[src/hdl/rgate_pkg.sv]
// Constants, register map and types of the release gate block
// Operation
// - Manual restart: raise rearm request, not release
// - Automatic restart: release follows evaluation directly
// - Minimum pulse high selectable 1/100/350 ms
// - 1 ms setting checks no minimum length
// - Restart ignored once release already confirmed
// - Only full low-high-low pulse is valid
// - Restart under bypass enters regular operation
// - Mute rising edge holds, falling edge releases
// - Mute holds only releases already high
// - Mute input not debounced
// - Optional mute time limit up to 7200 s
// - Mute needs edge; high at start ignored
// - Mute acts on all releases equally
// - Bypass rising edge forces releases 1-4 high
// - Bypass falling edge returns to evaluation
// - Bypass input not debounced
// - Optional bypass time limit up to 600 min
// - Bypass needs edge; acts on all equally
// - Sensor fault or warning option drops releases
// - Error clears automatically or by reset pulse
// - Consolidation only with dual channel inputs
// - Consolidate as in1, in2, max, min, average
package rgate_pkg;
	localparam int NREL = 4;
	localparam int VALW = 16;
	localparam int CLK_HZ = 100000000;
	localparam int TICK_US = 1000;
	localparam int TICK_CYC = TICK_US * (CLK_HZ / 1000000);
	localparam int PULSE_MAX_MS = 30000;
	localparam int PULSE_MIN_A_MS = 1;
	localparam int PULSE_MIN_B_MS = 100;
	localparam int PULSE_MIN_C_MS = 350;
	localparam int MUTE_MAX_S = 7200;
	localparam int BYP_MAX_MIN = 600;
	localparam logic [7:0] ADDR_CTRL = 8'h00;
	localparam logic [7:0] ADDR_MUTE_LIM = 8'h04;
	localparam logic [7:0] ADDR_BYP_LIM = 8'h08;
	localparam logic [7:0] ADDR_STATUS = 8'h0c;
	localparam logic [7:0] ADDR_CONS = 8'h10;
	localparam logic [31:0] CTRL_RESET = 32'h0000_0000;
	localparam logic [31:0] MUTE_LIM_RESET = 32'h0000_0001;
	localparam logic [31:0] BYP_LIM_RESET = 32'h0000_0001;
	localparam int CTRL_MANUAL = 0;
	localparam int CTRL_USE_RESET = 1;
	localparam int CTRL_MUTE_EN = 2;
	localparam int CTRL_MUTE_LIM = 3;
	localparam int CTRL_BYP_EN = 4;
	localparam int CTRL_BYP_LIM = 5;
	localparam int CTRL_WARN_DIS = 6;
	localparam int CTRL_DEB_LO = 7;
	localparam int CTRL_DUAL = 9;
	localparam int CTRL_CONS_LO = 10;
	typedef enum logic [1:0] {DEB_1MS, DEB_100MS, DEB_350MS, DEB_RSVD} rgate_deb_t;
	typedef enum logic [2:0] {CONS_IN1, CONS_IN2, CONS_MAX, CONS_MIN, CONS_AVG} rgate_cons_t;
	localparam logic [1:0] RESP_OKAY = 2'b00;
	localparam logic [1:0] RESP_SLVERR = 2'b10;
endpackage : rgate_pkg

[src/hdl/rgate_release_gate.sv]
// Release gating with restart interlock, mute, bypass and error handling
//
// Decided for this implementation: the AXI4-Lite slave port and the placing of the registers.
module rgate_release_gate (
	// Clock and reset
	input wire logic clk,
	input wire logic rstn,
	// Operator and evaluation inputs
	input wire logic restartIn,
	input wire logic errResetIn,
	input wire logic muteIn,
	input wire logic bypassIn,
	input wire logic [rgate_pkg::NREL-1:0] evalRelease,
	input wire logic sensorFault,
	input wire logic rangeWarn,
	input wire logic [rgate_pkg::VALW-1:0] value1,
	input wire logic [rgate_pkg::VALW-1:0] value2,
	// Outputs
	output logic [rgate_pkg::NREL-1:0] releaseOut,
	output logic restartReq,
	output logic resetReq,
	output logic muteActive,
	output logic bypassActive,
	output logic errorActive,
	output logic [rgate_pkg::VALW-1:0] consValue,
	// AXI4-Lite slave
	input wire logic [7:0] s_axi_awaddr,
	input wire logic s_axi_awvalid,
	output logic s_axi_awready,
	input wire logic [31:0] s_axi_wdata,
	input wire logic [3:0] s_axi_wstrb,
	input wire logic s_axi_wvalid,
	output logic s_axi_wready,
	output logic [1:0] s_axi_bresp,
	output logic s_axi_bvalid,
	input wire logic s_axi_bready,
	input wire logic [7:0] s_axi_araddr,
	input wire logic s_axi_arvalid,
	output logic s_axi_arready,
	output logic [31:0] s_axi_rdata,
	output logic [1:0] s_axi_rresp,
	output logic s_axi_rvalid,
	input wire logic s_axi_rready
);
	function automatic logic [31:0] ms2ticks(input int ms);
		ms2ticks = 32'(ms);
	endfunction : ms2ticks

	logic [31:0] ctrl_reg;
	logic [31:0] muteLim_reg;
	logic [31:0] bypLim_reg;
	logic [7:0] awAddr_reg;
	logic awHave_reg;
	logic [31:0] wData_reg;
	logic [3:0] wStrb_reg;
	logic wHave_reg;
	logic [16:0] tickCnt_reg;
	logic tick;
	logic primed_reg;
	logic restartPrev_reg;
	logic errRstPrev_reg;
	logic mutePrev_reg;
	logic bypPrev_reg;
	logic [31:0] rstPulse_reg;
	logic [31:0] errPulse_reg;
	logic restartValid;
	logic errRstValid;
	logic [31:0] minTicks;
	logic confirmed_reg;
	logic [rgate_pkg::NREL-1:0] held_reg;
	logic [31:0] muteCnt_reg;
	logic [31:0] bypCnt_reg;
	logic errLatch_reg;
	logic errCause;
	logic manual;
	logic evalAny;
	logic [rgate_pkg::NREL-1:0] gated;
	logic [31:0] statusWord;
	logic [16:0] sumVal;

	assign manual = ctrl_reg[rgate_pkg::CTRL_MANUAL];

	// AXI4-Lite write: address and data taken in either order
	assign s_axi_awready = !awHave_reg && !s_axi_bvalid;
	assign s_axi_wready = !wHave_reg && !s_axi_bvalid;
	always_ff @(posedge clk)
	begin
		if (!rstn)
		begin
			awHave_reg <= 1'b0;
			wHave_reg <= 1'b0;
			awAddr_reg <= 8'h00;
			wData_reg <= 32'h0000_0000;
			wStrb_reg <= 4'h0;
			s_axi_bvalid <= 1'b0;
			s_axi_bresp <= rgate_pkg::RESP_OKAY;
		end
		else
		begin
			if (s_axi_awvalid && s_axi_awready)
			begin
				awHave_reg <= 1'b1;
				awAddr_reg <= s_axi_awaddr;
			end
			if (s_axi_wvalid && s_axi_wready)
			begin
				wHave_reg <= 1'b1;
				wData_reg <= s_axi_wdata;
				wStrb_reg <= s_axi_wstrb;
			end
			if (awHave_reg && wHave_reg)
			begin
				awHave_reg <= 1'b0;
				wHave_reg <= 1'b0;
				s_axi_bvalid <= 1'b1;
				case (awAddr_reg)
					rgate_pkg::ADDR_CTRL, rgate_pkg::ADDR_MUTE_LIM, rgate_pkg::ADDR_BYP_LIM:
						s_axi_bresp <= rgate_pkg::RESP_OKAY;
					default:
						s_axi_bresp <= rgate_pkg::RESP_SLVERR;
				endcase
			end
			else if (s_axi_bvalid && s_axi_bready)
				s_axi_bvalid <= 1'b0;
		end
	end

	function automatic logic [31:0] strobe(input logic [31:0] old, input logic [31:0] nw,
		input logic [3:0] st);
		logic [31:0] r;
		r = old;
		for (int i = 0; i < 4; i++)
			if (st[i])
				r[i*8 +: 8] = nw[i*8 +: 8];
		strobe = r;
	endfunction : strobe

	always_ff @(posedge clk)
	begin
		if (!rstn)
		begin
			ctrl_reg <= rgate_pkg::CTRL_RESET;
			muteLim_reg <= rgate_pkg::MUTE_LIM_RESET;
			bypLim_reg <= rgate_pkg::BYP_LIM_RESET;
		end
		else if (awHave_reg && wHave_reg)
		begin
			case (awAddr_reg)
				rgate_pkg::ADDR_CTRL:
					ctrl_reg <= strobe(ctrl_reg, wData_reg, wStrb_reg);
				rgate_pkg::ADDR_MUTE_LIM:
					muteLim_reg <= strobe(muteLim_reg, wData_reg, wStrb_reg);
				rgate_pkg::ADDR_BYP_LIM:
					bypLim_reg <= strobe(bypLim_reg, wData_reg, wStrb_reg);
				default:
					ctrl_reg <= ctrl_reg;
			endcase
		end
	end

	// AXI4-Lite read, one cycle answer
	assign s_axi_arready = !s_axi_rvalid;
	assign statusWord = {24'h000000, errorActive, resetReq, bypassActive, muteActive,
		restartReq, |releaseOut, confirmed_reg, errCause};
	always_ff @(posedge clk)
	begin
		if (!rstn)
		begin
			s_axi_rvalid <= 1'b0;
			s_axi_rdata <= 32'h0000_0000;
			s_axi_rresp <= rgate_pkg::RESP_OKAY;
		end
		else if (s_axi_arvalid && s_axi_arready)
		begin
			s_axi_rvalid <= 1'b1;
			s_axi_rresp <= rgate_pkg::RESP_OKAY;
			case (s_axi_araddr)
				rgate_pkg::ADDR_CTRL: s_axi_rdata <= ctrl_reg;
				rgate_pkg::ADDR_MUTE_LIM: s_axi_rdata <= muteLim_reg;
				rgate_pkg::ADDR_BYP_LIM: s_axi_rdata <= bypLim_reg;
				rgate_pkg::ADDR_STATUS: s_axi_rdata <= statusWord;
				rgate_pkg::ADDR_CONS: s_axi_rdata <= {16'h0000, consValue};
				default:
				begin
					s_axi_rdata <= 32'h0000_0000;
					s_axi_rresp <= rgate_pkg::RESP_SLVERR;
				end
			endcase
		end
		else if (s_axi_rvalid && s_axi_rready)
			s_axi_rvalid <= 1'b0;
	end

	// Millisecond tick; pulse lengths are measured in whole ticks
	assign tick = (tickCnt_reg == 17'(rgate_pkg::TICK_CYC - 1));
	always_ff @(posedge clk)
	begin
		if (!rstn || tick)
			tickCnt_reg <= 17'h00000;
		else
			tickCnt_reg <= tickCnt_reg + 17'h00001;
	end

	// Edge detection against previous sample; primed blocks start-up edges
	always_ff @(posedge clk)
	begin
		if (!rstn)
		begin
			primed_reg <= 1'b0;
			restartPrev_reg <= 1'b0;
			errRstPrev_reg <= 1'b0;
			mutePrev_reg <= 1'b0;
			bypPrev_reg <= 1'b0;
		end
		else
		begin
			primed_reg <= 1'b1;
			restartPrev_reg <= restartIn;
			errRstPrev_reg <= errResetIn;
			mutePrev_reg <= muteIn;
			bypPrev_reg <= bypassIn;
		end
	end

	always_comb
	begin
		case (rgate_pkg::rgate_deb_t'(ctrl_reg[rgate_pkg::CTRL_DEB_LO +: 2]))
			rgate_pkg::DEB_100MS: minTicks = ms2ticks(rgate_pkg::PULSE_MIN_B_MS);
			rgate_pkg::DEB_350MS: minTicks = ms2ticks(rgate_pkg::PULSE_MIN_C_MS);
			default: minTicks = 32'h0000_0000;
		endcase
	end

	// High-phase counters; counting starts only from a seen low level
	function automatic logic [31:0] pulseCnt(input logic [31:0] cnt, input logic lvl,
		input logic prev, input logic tk);
		if (!lvl)
			pulseCnt = 32'h0000_0000;
		else if (!prev)
			pulseCnt = 32'h0000_0001;
		else if (cnt != 32'h0000_0000 && tk && cnt <= ms2ticks(rgate_pkg::PULSE_MAX_MS))
			pulseCnt = cnt + 32'h0000_0001;
		else
			pulseCnt = cnt;
	endfunction : pulseCnt

	// Valid on falling edge: within min and max length, begun after start-up
	function automatic logic pulseOk(input logic [31:0] cnt, input logic lvl, input logic prev,
		input logic [31:0] mn);
		pulseOk = prev && !lvl && cnt != 32'h0000_0000 && (cnt - 32'h0000_0001) >= mn
			&& cnt <= ms2ticks(rgate_pkg::PULSE_MAX_MS);
	endfunction : pulseOk

	always_ff @(posedge clk)
	begin
		if (!rstn)
		begin
			rstPulse_reg <= 32'h0000_0000;
			errPulse_reg <= 32'h0000_0000;
		end
		else if (primed_reg)
		begin
			rstPulse_reg <= pulseCnt(rstPulse_reg, restartIn, restartPrev_reg, tick);
			errPulse_reg <= pulseCnt(errPulse_reg, errResetIn, errRstPrev_reg, tick);
		end
	end
	assign restartValid = primed_reg && pulseOk(rstPulse_reg, restartIn, restartPrev_reg, minTicks);
	assign errRstValid = primed_reg && pulseOk(errPulse_reg, errResetIn, errRstPrev_reg, minTicks);

	// Error latch; manual reset needs cause gone plus valid pulse
	assign errCause = sensorFault || (rangeWarn && ctrl_reg[rgate_pkg::CTRL_WARN_DIS]);
	always_ff @(posedge clk)
	begin
		if (!rstn)
			errLatch_reg <= 1'b0;
		else if (errCause)
			errLatch_reg <= 1'b1;
		else if (!ctrl_reg[rgate_pkg::CTRL_USE_RESET] || errRstValid)
			errLatch_reg <= 1'b0;
	end
	assign errorActive = errLatch_reg;
	assign resetReq = errLatch_reg && !errCause && ctrl_reg[rgate_pkg::CTRL_USE_RESET];

	// Restart interlock
	assign evalAny = |evalRelease;
	always_ff @(posedge clk)
	begin
		if (!rstn)
			confirmed_reg <= 1'b0;
		else if (!manual)
			confirmed_reg <= 1'b0;
		else if (errLatch_reg || (!evalAny && !bypassActive))
			confirmed_reg <= 1'b0;
		else if (restartValid && !confirmed_reg)
			confirmed_reg <= 1'b1;
	end
	assign restartReq = manual && !confirmed_reg && !errLatch_reg && evalAny;

	// Muting: hold only releases high at the rising edge, with optional limit
	always_ff @(posedge clk)
	begin
		if (!rstn)
		begin
			muteActive <= 1'b0;
			muteCnt_reg <= 32'h0000_0000;
		end
		else if (!ctrl_reg[rgate_pkg::CTRL_MUTE_EN] || !muteIn)
		begin
			muteActive <= 1'b0;
			muteCnt_reg <= 32'h0000_0000;
		end
		else if (primed_reg && !mutePrev_reg)
		begin
			muteActive <= 1'b1;
			muteCnt_reg <= 32'h0000_0000;
		end
		else if (muteActive && tick)
		begin
			muteCnt_reg <= muteCnt_reg + 32'h0000_0001;
			if (ctrl_reg[rgate_pkg::CTRL_MUTE_LIM] && muteCnt_reg + 32'h0000_0001 >=
				muteLim_reg * 32'd1000)
				muteActive <= 1'b0;
		end
	end
	always_ff @(posedge clk)
	begin
		if (!rstn)
			held_reg <= '0;
		else if (muteIn && !mutePrev_reg && primed_reg)
			held_reg <= releaseOut;
		else if (!muteActive)
			held_reg <= '0;
	end

	// Bypass with optional limit in minutes
	always_ff @(posedge clk)
	begin
		if (!rstn)
		begin
			bypassActive <= 1'b0;
			bypCnt_reg <= 32'h0000_0000;
		end
		else if (!ctrl_reg[rgate_pkg::CTRL_BYP_EN] || !bypassIn)
		begin
			bypassActive <= 1'b0;
			bypCnt_reg <= 32'h0000_0000;
		end
		else if (primed_reg && !bypPrev_reg)
		begin
			bypassActive <= 1'b1;
			bypCnt_reg <= 32'h0000_0000;
		end
		else if (bypassActive && tick)
		begin
			bypCnt_reg <= bypCnt_reg + 32'h0000_0001;
			if (ctrl_reg[rgate_pkg::CTRL_BYP_LIM] && bypCnt_reg + 32'h0000_0001 >=
				bypLim_reg * 32'd60000)
				bypassActive <= 1'b0;
		end
	end

	// Release composition; error overrides everything, mute and bypass act on all bits
	always_comb
	begin
		gated = manual ? (confirmed_reg ? evalRelease : '0) : evalRelease;
		if (bypassActive)
			gated = '1;
		gated = gated | (muteActive ? held_reg : '0);
		if (errLatch_reg)
			gated = '0;
	end
	always_ff @(posedge clk)
	begin
		if (!rstn)
			releaseOut <= '0;
		else
			releaseOut <= gated;
	end

	// Consolidation, only when dual channel configured
	assign sumVal = {1'b0, value1} + {1'b0, value2};
	always_ff @(posedge clk)
	begin
		if (!rstn)
			consValue <= '0;
		else if (!ctrl_reg[rgate_pkg::CTRL_DUAL])
			consValue <= value1;
		else
		begin
			case (rgate_pkg::rgate_cons_t'(ctrl_reg[rgate_pkg::CTRL_CONS_LO +: 3]))
				rgate_pkg::CONS_IN2: consValue <= value2;
				rgate_pkg::CONS_MAX: consValue <= (value1 > value2) ? value1 : value2;
				rgate_pkg::CONS_MIN: consValue <= (value1 < value2) ? value1 : value2;
				rgate_pkg::CONS_AVG: consValue <= sumVal[16:1];
				default: consValue <= value1;
			endcase
		end
	end
endmodule : rgate_release_gate

[config.mk]
export PLATFORM = sky130hd
export DESIGN_NAME = rgate_release_gate
export DESIGN_NICKNAME = d
export VERILOG_FILES = /design/src/hdl/rgate_pkg.sv /design/src/hdl/rgate_release_gate.sv
export SDC_FILE = /design/constraint.sdc
export NUM_CORES = 1
export LEC_CHECK = 0
export BUFFER_PORTS_ARGS = -buffer_cell sky130_fd_sc_hd__buf_4
export CORE_MARGIN = 5
export CORE_UTILIZATION = 58
export CTS_BUF_LIST = sky130_fd_sc_hd__clkbuf_8
export DETAILED_ROUTE_END_ITERATION = 7
export HOLD_SLACK_MARGIN = 0.02
export PLACE_DENSITY_LB_ADDON = 0.05
export SLEW_MARGIN = 20
export SYNTH_ARGS = -nofsm -noshare
export SYNTH_HDL_FRONTEND = slang
export SYNTH_SLANG_ARGS = --single-unit
[constraint.sdc]
create_clock -name clk -period 5.6 [get_ports clk]
set_input_delay 0.56 -clock clk [delete_from_list [all_inputs] [get_ports clk]]
set_output_delay 0.56 -clock clk [all_outputs]
set_load 0.1 [all_outputs]
==> out/metrics.cfg, run 1 <==
[drt]
first_pass_iters = 7
drtIter0Drc = 1480
drc = 0
wirelength_um = 72700
vias_per_cell = 5.64
vias = 22587
antenna_left = 0
wl_per_cell_um = 18.2

[worst_setup_path]
endpoint_kind = flip-flop
cp.required_ns = 6.17
cp_common_cell = fa_1
reg2reg_from = bypLim_reg[1]$_SDFFE_PN0P_
critPathSlowestCell = fa_1
crit_arrival_ns = 6.35
critical_path.max_stage_delay_ns = 0.52
critical_path.max_fanout = 4
cp-startpoint = bypLim_reg[1]$_SDFFE_PN0P_
reg2reg_slack_ns = -0.17
cp-start-kind = flip-flop
crit_type = flip-flop to flip-flop

[synthesis]
synth.distinct_cells = 80
synth_area_um2 = 26800
synth-main-ff-cell = dfxtp_1
ys_seq_elements = 356
yosys-top-cells-area = dfxtp_1, fa_1, ha_1
ys_seq_area_share_pct = 26.6
synth_edf_count = 0
yosysWarnings = 0
synth_top_area_share_pct = 26.6
synthCells = 3101
avgSynthCellArea_um2 = 8.65
async_reset_ff_share_pct = 0
synth_top_area_cell = dfxtp_1

[clock_network]
numCtsBuffers = 66
h-tree-depth = 3
postCtsHoldBufs = 0
tritoncts = built
ctsLongestPathBuffers = 3
cts.sinks = 356
clock_latency_ns = 0.66
cts_root_buf = clkbuf_8
clk_pin_slew_ns = 0.06

[layout]
diodes = 0
layout_common_cells = nand2_1, dfxtp_1, inv_1, buf_4, ha_1
ff_latch_area_um2 = 7170
area_growth_pct = 15.7
drive_gt1_share_pct = 14.3
stdcell_area_um2 = 31100
final_common_cell = nand2_1
nets = 3865
fill_cells = 3793
multi_input_area_um2 = 18300

[global_routing]
grt_overflow = 0
grt_pass1_wl_um = 118000
grt_antenna_before_repair = 2
grt.total_usage_pct = 28.7
grt_start_max_net_pins = 116
grt_pass1_vias = 22488

[outcome]
run_status = finished with violations
violations = negative setup slack

[placed_design]
hpwl_um = 56800
dpl_worst_slack_ns = -0.386
gp_congestion = 0.937
portBuffers = 164
dpl_cell_area_um2 = 29600

[timing]
relSlewSlack_pct = 26.2
timing.final.ws_setup_ns = -0.172
finalMaxSlewViolations = 0
finalClockSkew_ns = 0.0499
fmax_mhz = 173
min_period_over_period_pct = 103
setup_viol = 2
finalHoldViolations = 0
worst_pin_slew_ns = 1.08
post-route-min-period_ns = 5.77
rsz0062_at_grt = true

[min_path]
holdCritPathClass = input port to flip-flop
hp-start = errResetIn

[floorplanning]
rows = 78
io_pins = 167
dieArea_um2 = 50700
die_w_um = 225
die_y_um = 225
core-area_um2 = 45600
initial_core_util_pct = 58.9

[power]
leakagePower_uw = 0.0141
p_int_uw = 4210
pwr-share-clk_pct = 45.1
irDropWorstVdd_uv = 194
seqPwrFrac_pct = 45.0
power.switching_uw = 1630
power_frac_comb_pct = 9.8
p_per_area_nw_per_um2 = 188
swShare_pct = 28.0
power_uw = 5840

[run]
drv_cap = 0

## synth_stat cells (all sizes together), types with 7 or more instances
| master | n |
|---|---|
| buf | 11 |
| o31a | 7 |
| nor3 | 50 |
| or2 | 12 |
| nor3b | 13 |
| o211ai | 11 |
| a22oi | 8 |
| a22o | 14 |
| xor2 | 112 |
| and3 | 67 |
| nand2b | 19 |
| a211o | 9 |
| a21boi | 97 |
| o31ai | 8 |
| o21ai | 114 |
| xnor2 | 115 |
| ha | 227 |
| nor4 | 20 |
| mux2i | 85 |
| nand4 | 43 |
| clkbuf | 104 |
| a221oi | 11 |
| nand2 | 368 |
| and4 | 10 |
| and2 | 36 |
| or3 | 26 |
| a21oi | 113 |
| a31oi | 15 |
| nor2b | 83 |
| nor2 | 203 |
| a222oi | 11 |
| o21a | 14 |
| fa | 182 |
| dfxtp | 356 |
| o21bai | 7 |
| a211oi | 14 |
| nand3 | 82 |
| inv | 322 |
| or4 | 8 |
| a21o | 35 |
## cell families after synthesis
group	count (synthesis)	synth area share, %
other	1	0.0140
flip-flops	356	26.6
buffers and inverters	437	6.19
adder cells (fa/ha/maj)	409	24.2
AND/OR/NAND/NOR	1054	19.1
multiplexers	88	3.42
AO/OA/AOI/OAI	529	13.2
XOR/XNOR	227	7.41
## per-layer routing
metal  wire length (µm)  part of all wire (%)  vias to the layer above  GRT usage [%]
met1              32400                    45                    10863           38.8
met5                 20                 0.028                        -              0
li1                   -                     -                    10988              -
met2              33500                    46                      613           46.5
met3               4790                   6.6                      121           6.49
met4               2020                   2.8                        2           8.81
## power groups by stage
| stage | sequential (µW) | clock, µW | combinational, µW |
|---|---|---|---|
| floorplan | 2760 | 0 | 292 |
| global placement | 2680 | 0 | 564 |
| detailed placement | 2680 | 0 | 571 |
| CTS | 2630 | 2700 | 574 |
| global route | 2630 | 2820 | 620 |
| finish | 2630 | 2640 | 575 |
## critical path, delay by kind of cell, from the launching register on
family / cells / cell delay [ns]
adders and majority gates: 7 / 2.98
DFF: 1 / 0.36
and+or+nand+nor: 1 / 0.20
AOI/OAI and AO/OA: 12 / 1.84
xor gates and xnor gates: 1 / 0.15
buffers and inverters: 4 / 0.20
## area by class of cell
class	count	share of cell area (%)
Timing Repair Buffer	300	7.29
Multi-Input combinational cell	2309	58.8
Tap cell	600	2.42
Clock inverter	37	0.927
Inverter	322	3.93
Sequential cell	356	23.1
Clock buffer	79	3.50
## stage by stage
step | std cells | util, % | setup TNS, ns | hold WS [ns]
2_1_floorplan | 3102 | - | -0.0222 | 0.418
3_3_place_gp | 3884 | 64.9 | -0.346 | 0.429
3_5_place_dp | 3884 | 64.9 | -0.620 | 0.444
4_1_cts | 4001 | 68.1 | -0.260 | 0.0888
5_1_grt | 4003 | 68.1 | -0.946 | 0.107
6_report | 4003 | 68.1 | -0.284 | 0.150
## worst paths after layout
| kind | endpoint | depth (start not counted) |
|---|---|---|
| worst min register to register | tickCnt_reg[0]$_SDFF_PP0_ | 1 |
| worst max register to register | bypassActive$_SDFFE_PP0P_ | 25 |
| worst max-delay path | bypassActive$_SDFFE_PP0P_ | 25 |
| worst min-delay path | errRstPrev_reg$_SDFF_PN0_ | 2 |
## what timing repair did
action                                 in CTS  in global routing
setup buffers                               1                  2
pin swaps                                  25                  2
setup endpoints to repair                   2                  2
endpoints found under the hold margin       0                  0
gates resized for setup                    17                  7
Power figures use the tool's default switching activity.
==> run 2: changes to the inputs <==
--- a/config.mk
+++ b/config.mk
@@ -5,6 +5,7 @@
 export SDC_FILE = /design/constraint.sdc
 export NUM_CORES = 1
 export LEC_CHECK = 0
+export ABC_AREA = 1
 export BUFFER_PORTS_ARGS = -buffer_cell sky130_fd_sc_hd__buf_4
 export CORE_MARGIN = 5
 export CORE_UTILIZATION = 58
@@ -12,6 +13,7 @@
 export DETAILED_ROUTE_END_ITERATION = 7
 export HOLD_SLACK_MARGIN = 0.02
 export PLACE_DENSITY_LB_ADDON = 0.05
+export RECOVER_POWER = 50
 export SLEW_MARGIN = 20
 export SYNTH_ARGS = -nofsm -noshare
 export SYNTH_HDL_FRONTEND = slang
==> run 2 against run 1 <==
The run ends with max-capacitance violations, max-slew violations, negative setup slack left. Utilization up 0.27 points. Area after synthesis up 4.0%. Largest power group is now sequential cells. Critical path depth up 4. Largest cell class unchanged. Total power up 2.1%. Count of clock-buffer cells in the layout down 4. Flip-flop and latch count unchanged. Worst hold slack worse by 0.044 ns. Design area up 5.0%. Non-clock buffer count up 54. Routed wire length up 13%.
==> out/metrics.cfg, run 2 <==
[power]
power_frac_comb_pct = 11.8
swShare_pct = 28.8
irDropWorstVdd_uv = 206
power.switching_uw = 1720
power_uw = 5960
pwr-share-clk_pct = 44.1
seqPwrFrac_pct = 44.1
p_int_uw = 4240
leakagePower_uw = 0.0152
p_per_area_nw_per_um2 = 183

[floorplanning]
core-area_um2 = 47600
die_y_um = 229
dieArea_um2 = 52600
die_w_um = 229
rows = 80
initial_core_util_pct = 58.6
io_pins = 167

[timing]
fmax_mhz = 172
worst_pin_slew_ns = 3.73
finalClockSkew_ns = 0.0519
finalHoldViolations = 0
timing.final.ws_setup_ns = -0.215
rsz0062_at_grt = true
relSlewSlack_pct = -149
finalSetupTns_ns = -0.215
min_period_over_period_pct = 104
post-route-min-period_ns = 5.82
setup_viol = 1
finalMaxSlewViolations = 91

[synthesis]
yosys-top-cells-area = dfxtp_1, fa_1, ha_1
ys_top_cells_by_count = inv_1, nand2_1, a21oi_1
synth_edf_count = 0
synth_top_area_share_pct = 25.5
ys_seq_elements = 356
ys_seq_area_share_pct = 25.5
synth_most_common_cell = inv_1
synth_top_area_cell = dfxtp_1
async_reset_ff_share_pct = 0
yosysWarnings = 0
synth-main-ff-cell = dfxtp_1
synth.distinct_cells = 61
synthCells = 3728
synth_area_um2 = 27900
avgSynthCellArea_um2 = 7.49

[clock_network]
cts.sinks = 356
tritoncts = built
ctsLongestPathBuffers = 3
h-tree-depth = 2
clock_latency_ns = 0.72
numCtsBuffers = 61
clk_pin_slew_ns = 0.07
cts_root_buf = clkbuf_8

[outcome]
run_status = finished with violations
violations = max-capacitance violations, max-slew violations, negative setup slack

[layout]
fill_cells = 4125
area_growth_pct = 16.7
diodes = 0
drive_gt1_share_pct = 14.6
ff_latch_area_um2 = 7150
nets = 4555
layout_common_cells = inv_1, nand2_1, nor2_1, dfxtp_1, a21oi_1
multi_input_area_um2 = 18500
final_common_cell = inv_1

[drt]
vias_per_cell = 5.59
drc = 0
antenna_left = 0
first_pass_iters = 6
vias = 26325
drtIter0Drc = 2129
wirelength_um = 82200
wl_per_cell_um = 17.5

[worst_setup_path]
crit_arrival_ns = 6.37
critical_path.max_stage_delay_ns = 0.56
critical_path.max_fanout = 4
endpoint_kind = flip-flop
cp_common_cell = fa_1
cp.required_ns = 6.16
cp-start-kind = flip-flop
critPathSlowestCell = fa_1
crit_type = flip-flop to flip-flop

[global_routing]
grt_antenna_before_repair = 1
grt_pass1_vias = 25623
grt_overflow = 0
grt.total_usage_pct = 30.0
grt_start_max_net_pins = 91
grt_pass1_wl_um = 131000

[min_path]
holdCritPathClass = input port to flip-flop

[placed_design]
portBuffers = 164
gp_congestion = 0.945
hpwl_um = 64600

[run]
drv_cap = 1

==> run 2: cell count changes in the layout (fill, tap and decap cells not counted), moves of 85 or more <==
cell | before | now
a21oi_1 | 107 | 336
inv_1 | 323 | 596
mux2i_1 | 85 | 0
nand2_1 | 367 | 558
nor2_1 | 202 | 342
o21ai_0 | 103 | 260
==> run 2: final cells by class <==
cell class	instances	area share (%)
well taps	615	2.36
repair buffers	354	7.49
inverters	619	7.15
clock buffers	75	3.17
flip-flops and latches	356	21.9
clock inverters	35	0.994
multi-input cells	2653	56.9
==> run 2: power by group through the flow <==
stage	clock network, µW	logic, µW	registers, µW
after floorplan	0	382	2760
after global placement	0	696	2680
after detailed placement	0	705	2680
after CTS	2670	710	2630
after global routing	2790	767	2630
final	2630	705	2630
==> run 2: worst paths after layout <==
check | startpoint | endpoint | slack, ns | cells past startpoint
max | bypLim_reg[4]$_SDFFE_PN0P_ | bypassActive$_SDFFE_PP0P_ | -0.22 | 29
min | s_axi_awaddr[6] | awAddr_reg[6]$_SDFFE_PN0P_ | 0.11 | 3
max reg2reg | bypLim_reg[4]$_SDFFE_PN0P_ | bypassActive$_SDFFE_PP0P_ | -0.22 | 29
min reg2reg | tickCnt_reg[0]$_SDFF_PP0_ | tickCnt_reg[0]$_SDFF_PP0_ | 0.45 | 1
==> run 2: per-stage QoR <==
step / std cells / instance area, µm² / worst slack, ns / util [%] / hold slack (ns)
5_1_grt: 4707 / 32600 / -0.524 / 68.4 / 0.0946
4_1_cts: 4704 / 32600 / -0.209 / 68.4 / 0.0591
3_3_place_gp: 4582 / 30900 / -0.261 / 64.9 / 0.428
2_1_floorplan: 3729 / 28000 / 0.0138 / - / 0.418
3_5_place_dp: 4582 / 30900 / -0.366 / 64.9 / 0.440
6_report: 4707 / 32600 / -0.215 / 68.4 / 0.107
==> run 2: cell families after synthesis <==
kind of cell,after synthesis,synth area share (%)
buffers and inverters,720,9.95
adder cells (fa/ha/maj),409,23.2
AND/OR/NAND/NOR,1306,21.0
flip-flops,356,25.5
other,1,0.0134
AO/OA/AOI/OAI,773,15.2
XOR/XNOR,163,5.14
==> run 2: repair_timing <==
item | CTS | global route
endpoints found under the setup margin | 2 | 2
hold buffers | 0 | 0
gates resized for setup | 58 | 53
endpoints found under the hold margin | 0 | 0
pin swaps | 56 | 66
setup buffers | 12 | 5
==> run 2: worst max-delay path, delay by kind of cell, from the launching register on <==
| kind | cells | cell delay, ns |
|---|---|---|
| compound gates | 7 | 0.93 |
| xor+xnor | 1 | 0.16 |
| fa+ha+maj | 7 | 3.07 |
| buf+inv | 6 | 0.38 |
| flops | 1 | 0.35 |
| simple gates | 8 | 0.77 |
==> run 2: layer usage <==
metal | vias up | share of wire (%) | global-route usage [%]
met1 | 12478 | 46 | 42.7
met4 | 2 | 2.1 | 7.14
met2 | 903 | 45 | 47.8
met5 | - | 0.024 | 0
li1 | 12815 | - | -
met3 | 127 | 7.0 | 5.44
